## config.mk

```make
export PLATFORM = sky130hd
export DESIGN_NAME = lbst_top
export DESIGN_NICKNAME = d
export VERILOG_FILES = /design/src/lbst_pkg.sv /design/src/lbst_cnt_if.sv /design/src/lbst_cnt.sv /design/src/lbst_top.sv
export SDC_FILE = /design/constraint.sdc
export NUM_CORES = 1
export LEC_CHECK = 0
export ABC_CLOCK_PERIOD_IN_PS = 6300
export BUFFER_PORTS_ARGS = -buffer_cell sky130_fd_sc_hd__buf_4
export CORE_MARGIN = 2
export CORE_UTILIZATION = 51
export DETAILED_ROUTE_END_ITERATION = 16
export GPL_ROUTABILITY_DRIVEN = 0
export PLACE_DENSITY = 0.86
export SETUP_SLACK_MARGIN = 0.5
export SLEW_MARGIN = 5
export SYNTH_ARGS = -nofsm -noshare
export SYNTH_HDL_FRONTEND = slang
export SYNTH_SLANG_ARGS = --single-unit
```

## constraint.sdc

```tcl
create_clock -name i_sys_clk -period 6.3 [get_ports i_sys_clk]
set_input_delay 0.315 -clock i_sys_clk [delete_from_list [all_inputs] [get_ports i_sys_clk]]
set_output_delay 0.315 -clock i_sys_clk [all_outputs]
set_load 0.05 [all_outputs]
```

## src/lbst_pkg.sv

```systemverilog
// Package of register offsets, field layout, reset values and states for the strobe timer.
package lbst_pkg;

    // ========================================================================
    // Register map and field layout
    // ========================================================================
    localparam logic [7:0] OFS_TIMING_ONE = 8'h08;
    localparam logic [7:0] OFS_TIMING_TWO = 8'h0c;
    localparam int         FIELD_W        = 4;
    localparam int         RD_CS_ON_LSB   = 0;
    localparam int         RD_CS_OFF_LSB  = 4;
    localparam int         WR_CS_ON_LSB   = 8;
    localparam int         WR_CS_OFF_LSB  = 12;
    localparam int         RD_ON_LSB      = 16;
    localparam int         RD_OFF_LSB     = 20;
    localparam int         WR_ON_LSB      = 24;
    localparam int         WR_OFF_LSB     = 28;

    // ========================================================================
    // Reset values (normal local bus and parallel port mode)
    // ========================================================================
    localparam logic [31:0] TIMING_RST_LB = 32'h2030_2030;
    localparam logic [31:0] TIMING_RST_PP = 32'h2121_2020;

    // ========================================================================
    // Sequencing constants
    // ========================================================================
    localparam logic [3:0]  CNT_ZERO  = 4'h0;
    localparam logic [3:0]  CNT_ONE   = 4'h1;
    localparam logic [3:0]  CNT_LAST  = 4'ha;
    localparam logic [31:0] WORD_ZERO = 32'h0000_0000;

    // Sequencer states, Gray along idle, wait, run.
    typedef enum logic [1:0] {
        LBST_IDLE = 2'b00,
        LBST_WAIT = 2'b01,
        LBST_RUN  = 2'b11
    } lbst_state_t;

endpackage : lbst_pkg

```

## src/lbst_cnt_if.sv

```systemverilog
// Interface joining the strobe controller to its reference-cycle counter.
`timescale 1ns/1ps
interface lbst_cnt_if;
    logic       start;
    logic       run;
    logic [3:0] count;

    modport ctl (output start, input run, input count);
    modport cnt (input start, output run, output count);
endinterface : lbst_cnt_if

```

## src/lbst_cnt.sv

```systemverilog
// Reference-cycle counter: waits two cycles after a start, then counts cycles.
`timescale 1ns/1ps
module lbst_cnt (
    // Clock, reset and enable.
    input  wire logic  i_sys_clk,
    input  wire logic  i_srst,
    input  wire logic  i_ce,
    // Link to controller.
    lbst_cnt_if.cnt    cif
);

    lbst_pkg::lbst_state_t state_reg;
    lbst_pkg::lbst_state_t state_next;
    logic [3:0]            count_reg;
    logic [3:0]            count_next;

    // ========================================================================
    // Next state
    // ========================================================================
    // A start while a cycle runs is ignored; the master cannot overlap accesses.
    always_comb begin
        state_next = state_reg;
        count_next = count_reg;
        unique case (state_reg)
            lbst_pkg::LBST_IDLE: begin
                if (cif.start) begin
                    state_next = lbst_pkg::LBST_WAIT;
                end
            end
            lbst_pkg::LBST_WAIT: begin
                state_next = lbst_pkg::LBST_RUN;
                count_next = lbst_pkg::CNT_ZERO;
            end
            lbst_pkg::LBST_RUN: begin
                if (count_reg == lbst_pkg::CNT_LAST) begin
                    state_next = lbst_pkg::LBST_IDLE;
                end else begin
                    count_next = count_reg + lbst_pkg::CNT_ONE;
                end
            end
            default: begin
                state_next = lbst_pkg::LBST_IDLE;
            end
        endcase
    end

    // Registers, frozen while the clock enable is low.
    always_ff @(posedge i_sys_clk) begin
        if (i_srst) begin
            state_reg <= lbst_pkg::LBST_IDLE;
            count_reg <= lbst_pkg::CNT_ZERO;
        end else if (i_ce) begin
            state_reg <= state_next;
            count_reg <= count_next;
        end
    end

    assign cif.run   = (state_reg == lbst_pkg::LBST_RUN);
    assign cif.count = count_reg;

endmodule : lbst_cnt

```

## src/lbst_top.sv

```systemverilog
// Local bus strobe timing: timing register and control strobe generation.
//
// Summary of operation
// The reference cycle is the clock cycle two cycles after the master asserts IRDY.
// Each timing field is four bits counting clock cycles after the reference cycle.
// Separate-strobe reads drive the region selects low at the count in bits 3:0, reset 0h.
// Separate-strobe reads return region selects high at bits 7:4, reset 3h or 2h for parallel.
// Separate-strobe writes drive the region selects low at the count in bits 11:8, reset 0h.
// Bits 15:12, reset 2h, end selects on writes, or read-not-write in data-strobe style.
// Bits 19:16 set when read strobe or data strobes go low on reads, reset 0h or 1h.
// Bits 23:20 set when read strobe or data strobes go high on reads, reset 3h or 2h.
// Bits 27:24 set when write strobe or data strobes go low on writes, reset 0h or 1h.
// Bits 31:28, reset 2h, set when write strobe or data strobes go high on writes.
// In data-strobe style the three region select fields in bits 11:0 are ignored.
// Software programs only values 0h to Ah into each field; larger values are reserved.
// The same timing applies for 8-bit and 32-bit local bus data.
// The same timing applies to I/O accesses through BAR0 and memory accesses through BAR1.
// A counter clears at the reference cycle and each output toggles when it meets its field.
`timescale 1ns/1ps
module lbst_top (
    // Clock, reset and enable.
    input  wire logic        i_sys_clk,
    input  wire logic        i_srst,
    input  wire logic        i_ce,
    // Mode straps.
    input  wire logic        i_par_port_mode,
    input  wire logic        i_ds_style,
    // Register port.
    input  wire logic        i_reg_wr,
    input  wire logic [7:0]  i_reg_addr,
    input  wire logic [31:0] i_reg_wdata,
    output logic      [31:0] o_reg_rdata,
    // Access request from the target controller.
    input  wire logic        i_access_start,
    input  wire logic        i_access_write,
    input  wire logic [3:0]  i_region_sel,
    input  wire logic [3:0]  i_byte_en,
    // Local bus control pins.
    output logic      [3:0]  o_region_select_n,
    output logic             o_read_strobe_n,
    output logic             o_write_strobe_n,
    output logic      [3:0]  o_byte_data_strobe_n,
    output logic             o_read_not_write_n,
    output logic             o_busy
);

    localparam int FW = lbst_pkg::FIELD_W;

    lbst_cnt_if cif ();

    logic [31:0] timing_reg;
    logic [31:0] timing_next;
    logic [31:0] rdata_reg;
    logic [31:0] rdata_next;
    logic        write_reg;
    logic        write_next;
    logic [3:0]  region_reg;
    logic [3:0]  region_next;
    logic [3:0]  bytes_reg;
    logic [3:0]  bytes_next;
    logic        sel_on_reg;
    logic        sel_on_next;
    logic        strb_on_reg;
    logic        strb_on_next;
    logic        rnw_on_reg;
    logic        rnw_on_next;
    logic        busy_reg;
    logic        busy_next;
    logic [3:0]  cs_on;
    logic [3:0]  cs_off;
    logic [3:0]  st_on;
    logic [3:0]  st_off;

    // ========================================================================
    // Reference-cycle counter
    // ========================================================================
    lbst_cnt u_cnt (
        .i_sys_clk (i_sys_clk),
        .i_srst    (i_srst),
        .i_ce      (i_ce),
        .cif       (cif.cnt)
    );

    // Both BAR paths raise the same start, so one timing set serves them. R14
    assign cif.start = i_access_start & ~busy_reg;

    // ========================================================================
    // Timing register and readback
    // ========================================================================
    // Reserved field values are stored as written; they simply never match. R12
    always_comb begin
        timing_next = timing_reg;
        rdata_next  = lbst_pkg::WORD_ZERO;
        if (i_reg_wr && (i_reg_addr == lbst_pkg::OFS_TIMING_ONE)) begin
            timing_next = i_reg_wdata;
        end
        if (i_reg_addr == lbst_pkg::OFS_TIMING_ONE) begin
            rdata_next = timing_reg;
        end
    end

    // Field selection per direction; one set whatever the data width. R13
    always_comb begin
        if (write_reg) begin
            cs_on  = timing_reg[lbst_pkg::WR_CS_ON_LSB +: FW];
            cs_off = timing_reg[lbst_pkg::WR_CS_OFF_LSB +: FW];
            st_on  = timing_reg[lbst_pkg::WR_ON_LSB +: FW];
            st_off = timing_reg[lbst_pkg::WR_OFF_LSB +: FW];
        end else begin
            cs_on  = timing_reg[lbst_pkg::RD_CS_ON_LSB +: FW];
            cs_off = timing_reg[lbst_pkg::RD_CS_OFF_LSB +: FW];
            st_on  = timing_reg[lbst_pkg::RD_ON_LSB +: FW];
            st_off = timing_reg[lbst_pkg::RD_OFF_LSB +: FW];
        end
    end

    // ========================================================================
    // Strobe sequencing
    // ========================================================================
    // De-assertion is tested after assertion so that equal fields leave a line idle.
    always_comb begin
        write_next   = write_reg;
        region_next  = region_reg;
        bytes_next   = bytes_reg;
        sel_on_next  = sel_on_reg;
        strb_on_next = strb_on_reg;
        rnw_on_next  = rnw_on_reg;
        busy_next    = busy_reg;
        if (cif.start) begin
            write_next  = i_access_write;
            region_next = i_region_sel;
            bytes_next  = i_byte_en;
            busy_next   = 1'b1;
        end
        if (cif.run) begin
            if (cif.count == cs_on) begin
                sel_on_next = 1'b1;
            end
            if (cif.count == cs_off) begin
                sel_on_next = 1'b0;
            end
            if (cif.count == st_on) begin
                strb_on_next = 1'b1;
            end
            if (cif.count == st_off) begin
                strb_on_next = 1'b0;
            end
            // Read-not-write goes low at the reference cycle of a write.
            if (write_reg && (cif.count == lbst_pkg::CNT_ZERO)) begin
                rnw_on_next = 1'b1;
            end
            if (cif.count == cs_off) begin
                rnw_on_next = 1'b0;
            end
            // The last count closes every line, covering reserved field values.
            if (cif.count == lbst_pkg::CNT_LAST) begin
                sel_on_next  = 1'b0;
                strb_on_next = 1'b0;
                rnw_on_next  = 1'b0;
                busy_next    = 1'b0;
            end
        end
    end

    // Registers; the timing word reset value follows the parallel port strap.
    always_ff @(posedge i_sys_clk) begin
        if (i_srst) begin
            timing_reg  <= i_par_port_mode ? lbst_pkg::TIMING_RST_PP
                                           : lbst_pkg::TIMING_RST_LB;
            rdata_reg   <= lbst_pkg::WORD_ZERO;
            write_reg   <= 1'b0;
            region_reg  <= lbst_pkg::CNT_ZERO;
            bytes_reg   <= lbst_pkg::CNT_ZERO;
            sel_on_reg  <= 1'b0;
            strb_on_reg <= 1'b0;
            rnw_on_reg  <= 1'b0;
            busy_reg    <= 1'b0;
        end else if (i_ce) begin
            timing_reg  <= timing_next;
            rdata_reg   <= rdata_next;
            write_reg   <= write_next;
            region_reg  <= region_next;
            bytes_reg   <= bytes_next;
            sel_on_reg  <= sel_on_next;
            strb_on_reg <= strb_on_next;
            rnw_on_reg  <= rnw_on_next;
            busy_reg    <= busy_next;
        end
    end

    // ========================================================================
    // Pin outputs
    // ========================================================================
    // Pins are decoded from the next-state values into flops; each pin keeps its own flop.
    logic [3:0] cs_n_reg;
    logic [3:0] cs_n_next;
    logic [3:0] ds_n_reg;
    logic [3:0] ds_n_next;
    logic       rd_n_reg;
    logic       rd_n_next;
    logic       wr_n_reg;
    logic       wr_n_next;
    logic       rnw_n_reg;
    logic       rnw_n_next;

    // In data-strobe style the selects follow the data strobes instead. R11
    always_comb begin
        if (i_ds_style) begin
            cs_n_next  = ~(region_reg & {4{strb_on_next}});
            ds_n_next  = ~(bytes_reg & {4{strb_on_next}});
            rd_n_next  = 1'b1;
            wr_n_next  = 1'b1;
            rnw_n_next = ~rnw_on_next;
        end else begin
            cs_n_next  = ~(region_reg & {4{sel_on_next}});
            ds_n_next  = 4'hf;
            rd_n_next  = ~(strb_on_next & ~write_reg);
            wr_n_next  = ~(strb_on_next & write_reg);
            rnw_n_next = 1'b1;
        end
    end

    always_ff @(posedge i_sys_clk) begin
        if (i_srst) begin
            cs_n_reg  <= 4'hf;
            ds_n_reg  <= 4'hf;
            rd_n_reg  <= 1'b1;
            wr_n_reg  <= 1'b1;
            rnw_n_reg <= 1'b1;
        end else if (i_ce) begin
            cs_n_reg  <= cs_n_next;
            ds_n_reg  <= ds_n_next;
            rd_n_reg  <= rd_n_next;
            wr_n_reg  <= wr_n_next;
            rnw_n_reg <= rnw_n_next;
        end
    end

    assign o_region_select_n    = cs_n_reg;
    assign o_byte_data_strobe_n = ds_n_reg;
    assign o_read_strobe_n      = rd_n_reg;
    assign o_write_strobe_n     = wr_n_reg;
    assign o_read_not_write_n   = rnw_n_reg;
    assign o_reg_rdata          = rdata_reg;
    assign o_busy               = busy_reg;

endmodule : lbst_top

```

==> flow_summary.yaml, run 1 <==
logic_synthesis:
  avgSynthCellArea_um2: 9.84
  synth-simple-area-share: 0.204
  synth-compound-area-share: 0.123
  synth_fa_ha_area_frac: 0.00937
  syn-num-nets: 466
  ys_ff_latch: 94
  yosys.area.top_type: "dfxtp_1"
  syn_area_um2: 4010
  synthTopCellsByArea: "dfxtp_1, edfxtp_1, nor2b_1, a21oi_1, mux2i_1"
  synthMuxAreaShare: 0.0450
  seq_area_frac_synth: 0.550
  synth_top_family_by_area: "simple AND/OR/NAND/NOR gates"
  ys_warn_count: 0
  synthDistinctLibCells: 37
  synthCells: 407
  synthXorXnorAreaFrac: 0.0328
  synth_top_cell_area_share: 0.310
final_layout:
  layout.nets: 550
  area_growth_syn_to_layout_pct: 23.4
  layout-drive-gt1-share: 0.254
  design_area_um2: 4940
  n_antenna_cell: 0
timing:
  setup_viol: 0
  finalHoldViolations: 0
  slew-limit-headroom: 0.239
  timing.final.ws_setup_ns: 3.71
  finalClockSkew_ns: 0.0106
  tightest_slew_ns: 1.14
  post-route-period-util: 0.411
  drv_slew: 0
  hold_slack_ns: 0.191
  max_freq_mhz: 386
  min_period_ns: 2.59
  rsz0062_at_grt: "false"
  setup_tns_ns: 0
clock_network:
  holdBufCountCts: 0
  cts_buffer_depth: 2
  post_cts_buffers: 0
  clkSinkCount: 94
  path_clk_slew_ns: 0.09
  cts.repair.resized: 0
  numCtsBuffers: 9
  cts_tree: "yes"
  htreeDepth: 3
  root_buffer: "clkbuf_8"
  clkLatencyLatePin_ns: 0.37
grt:
  grt_overflow: 0
  grt_max_degree: 92
  antenna_found_initial: 0
  track_usage: 0.215
  grt_pass1_vias: 3131
  grt_pass1_wl_um: 14500
critical_path:
  rrSetupSlack_ns: 3.71
  cp_max_fo: 20
  reg2reg_depth: 6
  critPathKind: "reg -> reg"
  critPathLaunchType: "flop"
  critPathCaptureType: "flop"
  cp.arrival_ns: 2.84
  r2r_start: "write_reg"
  critical_path_required_ns: 6.55
  regToRegEndpoint: "o_region_select_n[1]"
hold_path:
  worstHoldPathCells: 2
  hold_start: "i_ds_style"
  hold_end: "o_read_not_write_n"
  min_path_type: "in -> reg"
place:
  placed_cell_area_um2: 4780
  hpwl_um: 6070
  place_ws_ns: 3.35
  port-buffer-count: 99
die:
  io_pins: 100
  initial_core_util: 0.521
  core_area_um2: 7690
  die_h_um: 92.6
  rows: 32
  die_x_um: 92.6
  dieArea_um2: 8580
power_and_ir_drop:
  power.density_nw_per_um2: 227
  power.leakage_nw: 1.96
  peakVddDrop_v: 0.000118
drt:
  routed-via-count: 3079
  drc_errors: 0
  drt-initial-drc-count: 191
  ant_nets: 0
  wire_per_inst_um: 14.7
  first_pass_iters: 4
  routed_wl_um: 8780
  avgViaCountPerCell: 5.15
flow_run:
  cap_viol_max_count: 0
status:
  status: "complete, no violations"
metrics by stage:
step | power, mW | utilization | cells
CTS | 1.12 | 0.643 | 598
global route | 1.16 | 0.643 | 598
floorplan | 0.738 | - | 407
detailed placement | 0.784 | 0.622 | 582
finish | 1.12 | 0.643 | 598
global placement | 0.779 | 0.622 | 582
final cells by class:
class,instances,area [um^2]
clock buffer,10,128
clock inverter,6,37.5
fill,633,2740
inverter,8,30.0
multi-input combinational,278,1670
sequential,94,2200
tap,102,128
timing repair buffer,100,751
critical path, stage by stage, from the launching register on:
cell     delay, ns
dfxtp_1       1.08
mux2i_1       0.32
xnor2_1       0.11
nor4_2        0.37
a21oi_1       0.17
o32ai_4       0.32
a21oi_1       0.12
report_power, final:
part | total [mW] | switching [mW] | internal (mW)
registers | 0.670 | 0.0183 | 0.651
logic | 0.100 | 0.0509 | 0.0492
clock network | 0.350 | 0.207 | 0.143
metal layers:
layer | track usage | up-vias | wire length [um]
li1 | - | 1537 | -
met1 | 0.262 | 1432 | 3700
met2 | 0.370 | 99 | 4410
met3 | 0.0521 | 11 | 545
met4 | 0.0772 | 0 | 127
met5 | 0 | - | 0
cell usage after synthesis (all sizes together):
library cell / number
a21o: 4
a21oi: 51
a22oi: 2
a311oi: 2
a31oi: 1
a41o: 2
a41oi: 2
and2: 1
buf: 7
clkbuf: 20
dfxtp: 62
edfxtp: 32
ha: 3
inv: 8
mux2i: 18
nand2: 33
nand2b: 7
nand3: 2
nand3b: 3
nor2: 47
nor2b: 57
nor3: 1
nor4: 2
nor4b: 1
o211ai: 1
o21a: 2
o21ai: 8
o22ai: 6
o32ai: 1
or2: 6
xnor2: 9
xor2: 6
cell families after synthesis:
| family | after synthesis |
|---|---|
| buf+inv | 35 |
| simple gates | 160 |
| compound gates | 82 |
| mux | 18 |
| flops | 94 |
| fa+ha+maj | 3 |
| xor+xnor | 15 |
placed cells by master (no fill, tap or decap), types with 7 or more instances in the layout:
cell,instances
buf_4,100
dfxtp_1,62
nor2b_1,57
a21oi_1,51
nor2_1,47
nand2_1,33
edfxtp_1,32
mux2i_1,18
xnor2_1,9
clkbuf_8,9
inv_1,8
o21ai_0,7
nand2b_1,7
worst max-delay path by stage:
stage / from / end / slack (ns) / cells after the start
2_1_floorplan: i_reg_addr[1] / timing_reg[0] / 3.78 / 5
3_3_place_gp: i_reg_addr[1] / timing_reg[22] / 3.51 / 6
3_5_place_dp: i_reg_addr[1] / timing_reg[28] / 3.35 / 6
4_1_cts: write_reg / o_region_select_n[1] / 3.72 / 6
5_1_grt: write_reg / o_region_select_n[2] / 3.51 / 6
6_report: write_reg / o_region_select_n[1] / 3.71 / 6
Note: power is estimated with default switching activity, not from simulation.
==> run 2, diff against run 1 <==
--- a/config.mk
+++ b/config.mk
@@ -5,13 +5,14 @@
 export SDC_FILE = /design/constraint.sdc
 export NUM_CORES = 1
 export LEC_CHECK = 0
-export ABC_CLOCK_PERIOD_IN_PS = 6300
+export ABC_AREA = 1
+export ABC_CLOCK_PERIOD_IN_PS = 2150
 export BUFFER_PORTS_ARGS = -buffer_cell sky130_fd_sc_hd__buf_4
 export CORE_MARGIN = 2
-export CORE_UTILIZATION = 51
+export CORE_UTILIZATION = 48
 export DETAILED_ROUTE_END_ITERATION = 16
 export GPL_ROUTABILITY_DRIVEN = 0
-export PLACE_DENSITY = 0.86
+export PLACE_DENSITY = 0.85
 export SETUP_SLACK_MARGIN = 0.5
 export SLEW_MARGIN = 5
 export SYNTH_ARGS = -nofsm -noshare
==> constraint.sdc (replaced) <==
create_clock -name i_sys_clk -period 2.15 [get_ports i_sys_clk]
set_input_delay 0.1075 -clock i_sys_clk [delete_from_list [all_inputs] [get_ports i_sys_clk]]
set_output_delay 0.1075 -clock i_sys_clk [all_outputs]
set_load 0.05 [all_outputs]
==> run 2 against run 1 <==
  * Wire length up 27%
  * Via count up 31%
  * Global-route usage up 1.3 points
  * Largest cell class unchanged
==> flow_summary.yaml, run 2 <==
timing:
  min_period_ns: 1.68
  post-route-period-util: 0.783
  setup_tns_ns: 0
  drv_slew: 0
  max_freq_mhz: 594
  timing.final.ws_setup_ns: 0.466
  finalClockSkew_ns: 0.00948
  tightest_slew_ns: 0.903
  finalHoldViolations: 0
  setup_viol: 0
  slew-limit-headroom: 0.398
  rsz0062_at_grt: "true"
logic_synthesis:
  seq_area_frac_synth: 0.533
  synthDistinctLibCells: 29
  synth-edff-count: 32
  ys_ff_latch: 94
  synth_top_cell_area_share: 0.301
  netlist_top_cells_count: "nand2_1, dfxtp_1, nor2_1"
  ys_warn_count: 0
  syn_area_um2: 4130
  yosysMostFrequentCell: "nand2_1"
  avgSynthCellArea_um2: 7.69
  ys.flop_type: "dfxtp_1"
  syn-num-nets: 596
  synthCells: 537
  synthTopCellsByArea: "dfxtp_1, edfxtp_1, nand2_1, o21ai_0, a21oi_1"
  async_flop_share: 0
  yosys.area.top_type: "dfxtp_1"
critical_path:
  r2r_start: "write_reg"
  cp_max_fo: 8
  regToRegEndpoint: "o_region_select_n[1]"
  reg2reg_depth: 13
  critical_path_required_ns: 2.42
  critPathCaptureType: "flop"
  cp.arrival_ns: 1.95
  critPathKind: "reg -> reg"
  rrSetupSlack_ns: 0.47
  critPathLaunchType: "flop"
power_and_ir_drop:
  internal-power_mw: 2.76
  power.leakage_nw: 2.49
  p_comb_frac: 0.164
  power_frac_clock: 0.314
  peakVddDrop_v: 0.000334
  switching_share: 0.286
  power.density_nw_per_um2: 708
  p_sw_mw: 1.11
  p_seq_frac: 0.522
drt:
  wire_per_inst_um: 14.8
  routed_wl_um: 11200
  avgViaCountPerCell: 5.35
  drc_errors: 0
  first_pass_iters: 5
  ant_nets: 0
  routed-via-count: 4042
  drt-initial-drc-count: 319
final_layout:
  multi_input_area_um2: 1720
  layout.nets: 704
  layout-drive-gt1-share: 0.255
  nFillCells: 642
  design_area_um2: 5460
  area_growth_syn_to_layout_pct: 32.2
  n_antenna_cell: 0
  layout_common_cells: "nand2_1, buf_4, dfxtp_1"
  final-seq-area_um2: 2210
  final_common_cell: "nand2_1"
hold_path:
  worstHoldPathCells: 3
  min_path_type: "in -> reg"
  hold_start: "i_reg_wdata[16]"
  hold_end: "timing_reg[16]"
die:
  initial_core_util: 0.500
  die_x_um: 96.7
  core_area_um2: 8260
  dieArea_um2: 9360
  die_h_um: 96.7
  rows: 33
  io_pins: 100
grt:
  grt_pass1_vias: 3686
  grt_overflow: 0
  grt_max_degree: 51
  track_usage: 0.228
  grt_pass1_wl_um: 17500
  antenna_found_initial: 0
clock_network:
  path_clk_slew_ns: 0.09
  clkLatencyLatePin_ns: 0.37
  cts_buffer_depth: 2
  cts_tree: "yes"
  htreeDepth: 3
  clkSinkCount: 94
  root_buffer: "clkbuf_8"
  numCtsBuffers: 9
flow_run:
  cap_viol_max_count: 0
place:
  hpwl_um: 7130
  placed_cell_area_um2: 4960
  port-buffer-count: 99
  place_ws_ns: 0.212
status:
  status: "complete, no violations"
run 2: changes by cell type after synthesis, sizes merged, moves of 4 or more:
cell,change
mux2i,-18
nor2,+5
o21ai,+43
nand2b,-7
inv,+40
nor2b,-57
o22ai,-5
a21o,-4
xnor2,-9
nand3,+24
nand2,+136
xor2,-5
run 2: worst max path at each step:
| stage | start | end | slack, ns | cells after the start |
|---|---|---|---|---|
| after CTS | u_cnt.cif.count[3] | o_region_select_n[0] | 0.51 | 11 |
| after detailed placement | i_reg_addr[7] | timing_reg[11] | 0.21 | 4 |
| after floorplan | i_ce | timing_reg[0] | 0.52 | 4 |
| final | write_reg | o_region_select_n[1] | 0.47 | 13 |
| after global routing | write_reg | o_region_select_n[1] | 0.37 | 13 |
| after global placement | u_cnt.cif.count[0] | o_region_select_n[3] | 0.29 | 12 |
run 2: area by class of cell:
class | instances | area share
inverter | 49 | 0.0351
tap | 105 | 0.0241
timing repair buffer | 124 | 0.182
clock inverter | 4 | 0.00596
sequential | 94 | 0.405
clock buffer | 12 | 0.0325
multi-input combinational | 367 | 0.315
run 2: logic make-up (layout without fill, tap and decap cells):
family,after synthesis,count (layout),synth area share
AOI/OAI and AO/OA,106,107,0.135
xor gates and xnor gates,1,1,0.00212
adders and majority gates,3,3,0.00909
buffers and inverters,77,189,0.0742
DFF,94,94,0.533
and+or+nand+nor,256,256,0.246
run 2: power by group through the flow:
stage,Sequential (mW),Clock [mW],Combinational (mW)
2_1_floorplan,2.16,0,0.248
3_3_place_gp,2.05,0,0.560
3_5_place_dp,2.06,0,0.575
4_1_cts,2.01,1.22,0.598
5_1_grt,2.03,1.30,0.690
6_report,2.02,1.21,0.633
run 2: layer usage:
layer / global-route usage / routed length (um)
met3: 0.0477 / 975
met1: 0.289 / 4440
met5: 0 / 0
met4: 0.0780 / 259
met2: 0.387 / 5490
run 2: metrics by stage:
| stage | power (mW) | instances | util | hold slack [ns] |
|---|---|---|---|---|
| finish | 3.87 | 755 | 0.661 | 0.00745 |
| global route | 4.02 | 755 | 0.661 | -0.00231 |
| global placement | 2.61 | 720 | 0.600 | 0.334 |
| floorplan | 2.41 | 537 | - | 0.242 |
| detailed placement | 2.63 | 720 | 0.600 | 0.340 |
| CTS | 3.83 | 747 | 0.641 | 0.00134 |
run 2: critical path, stage by stage (launching register included):
cell,delay [ns]
dfxtp_4,0.40
buf_12,0.15
nand2_1,0.07
o21ai_0,0.12
nand2_1,0.11
nand2_1,0.07
nor2_1,0.10
nand2_1,0.10
nand2_2,0.10
nand3_2,0.10
nand2_4,0.12
nand2_2,0.06
nand2_1,0.05
nand2_1,0.04
run 2: what timing repair did:
item                                    CTS  global route
endpoints found under the setup margin   17            35
buffers inserted                          2             4
pin swaps                                 0            18
cloned                                    0             2
gates resized for setup                   9            29
hold buffers                              9             2
hold endpoints to repair                  9             2
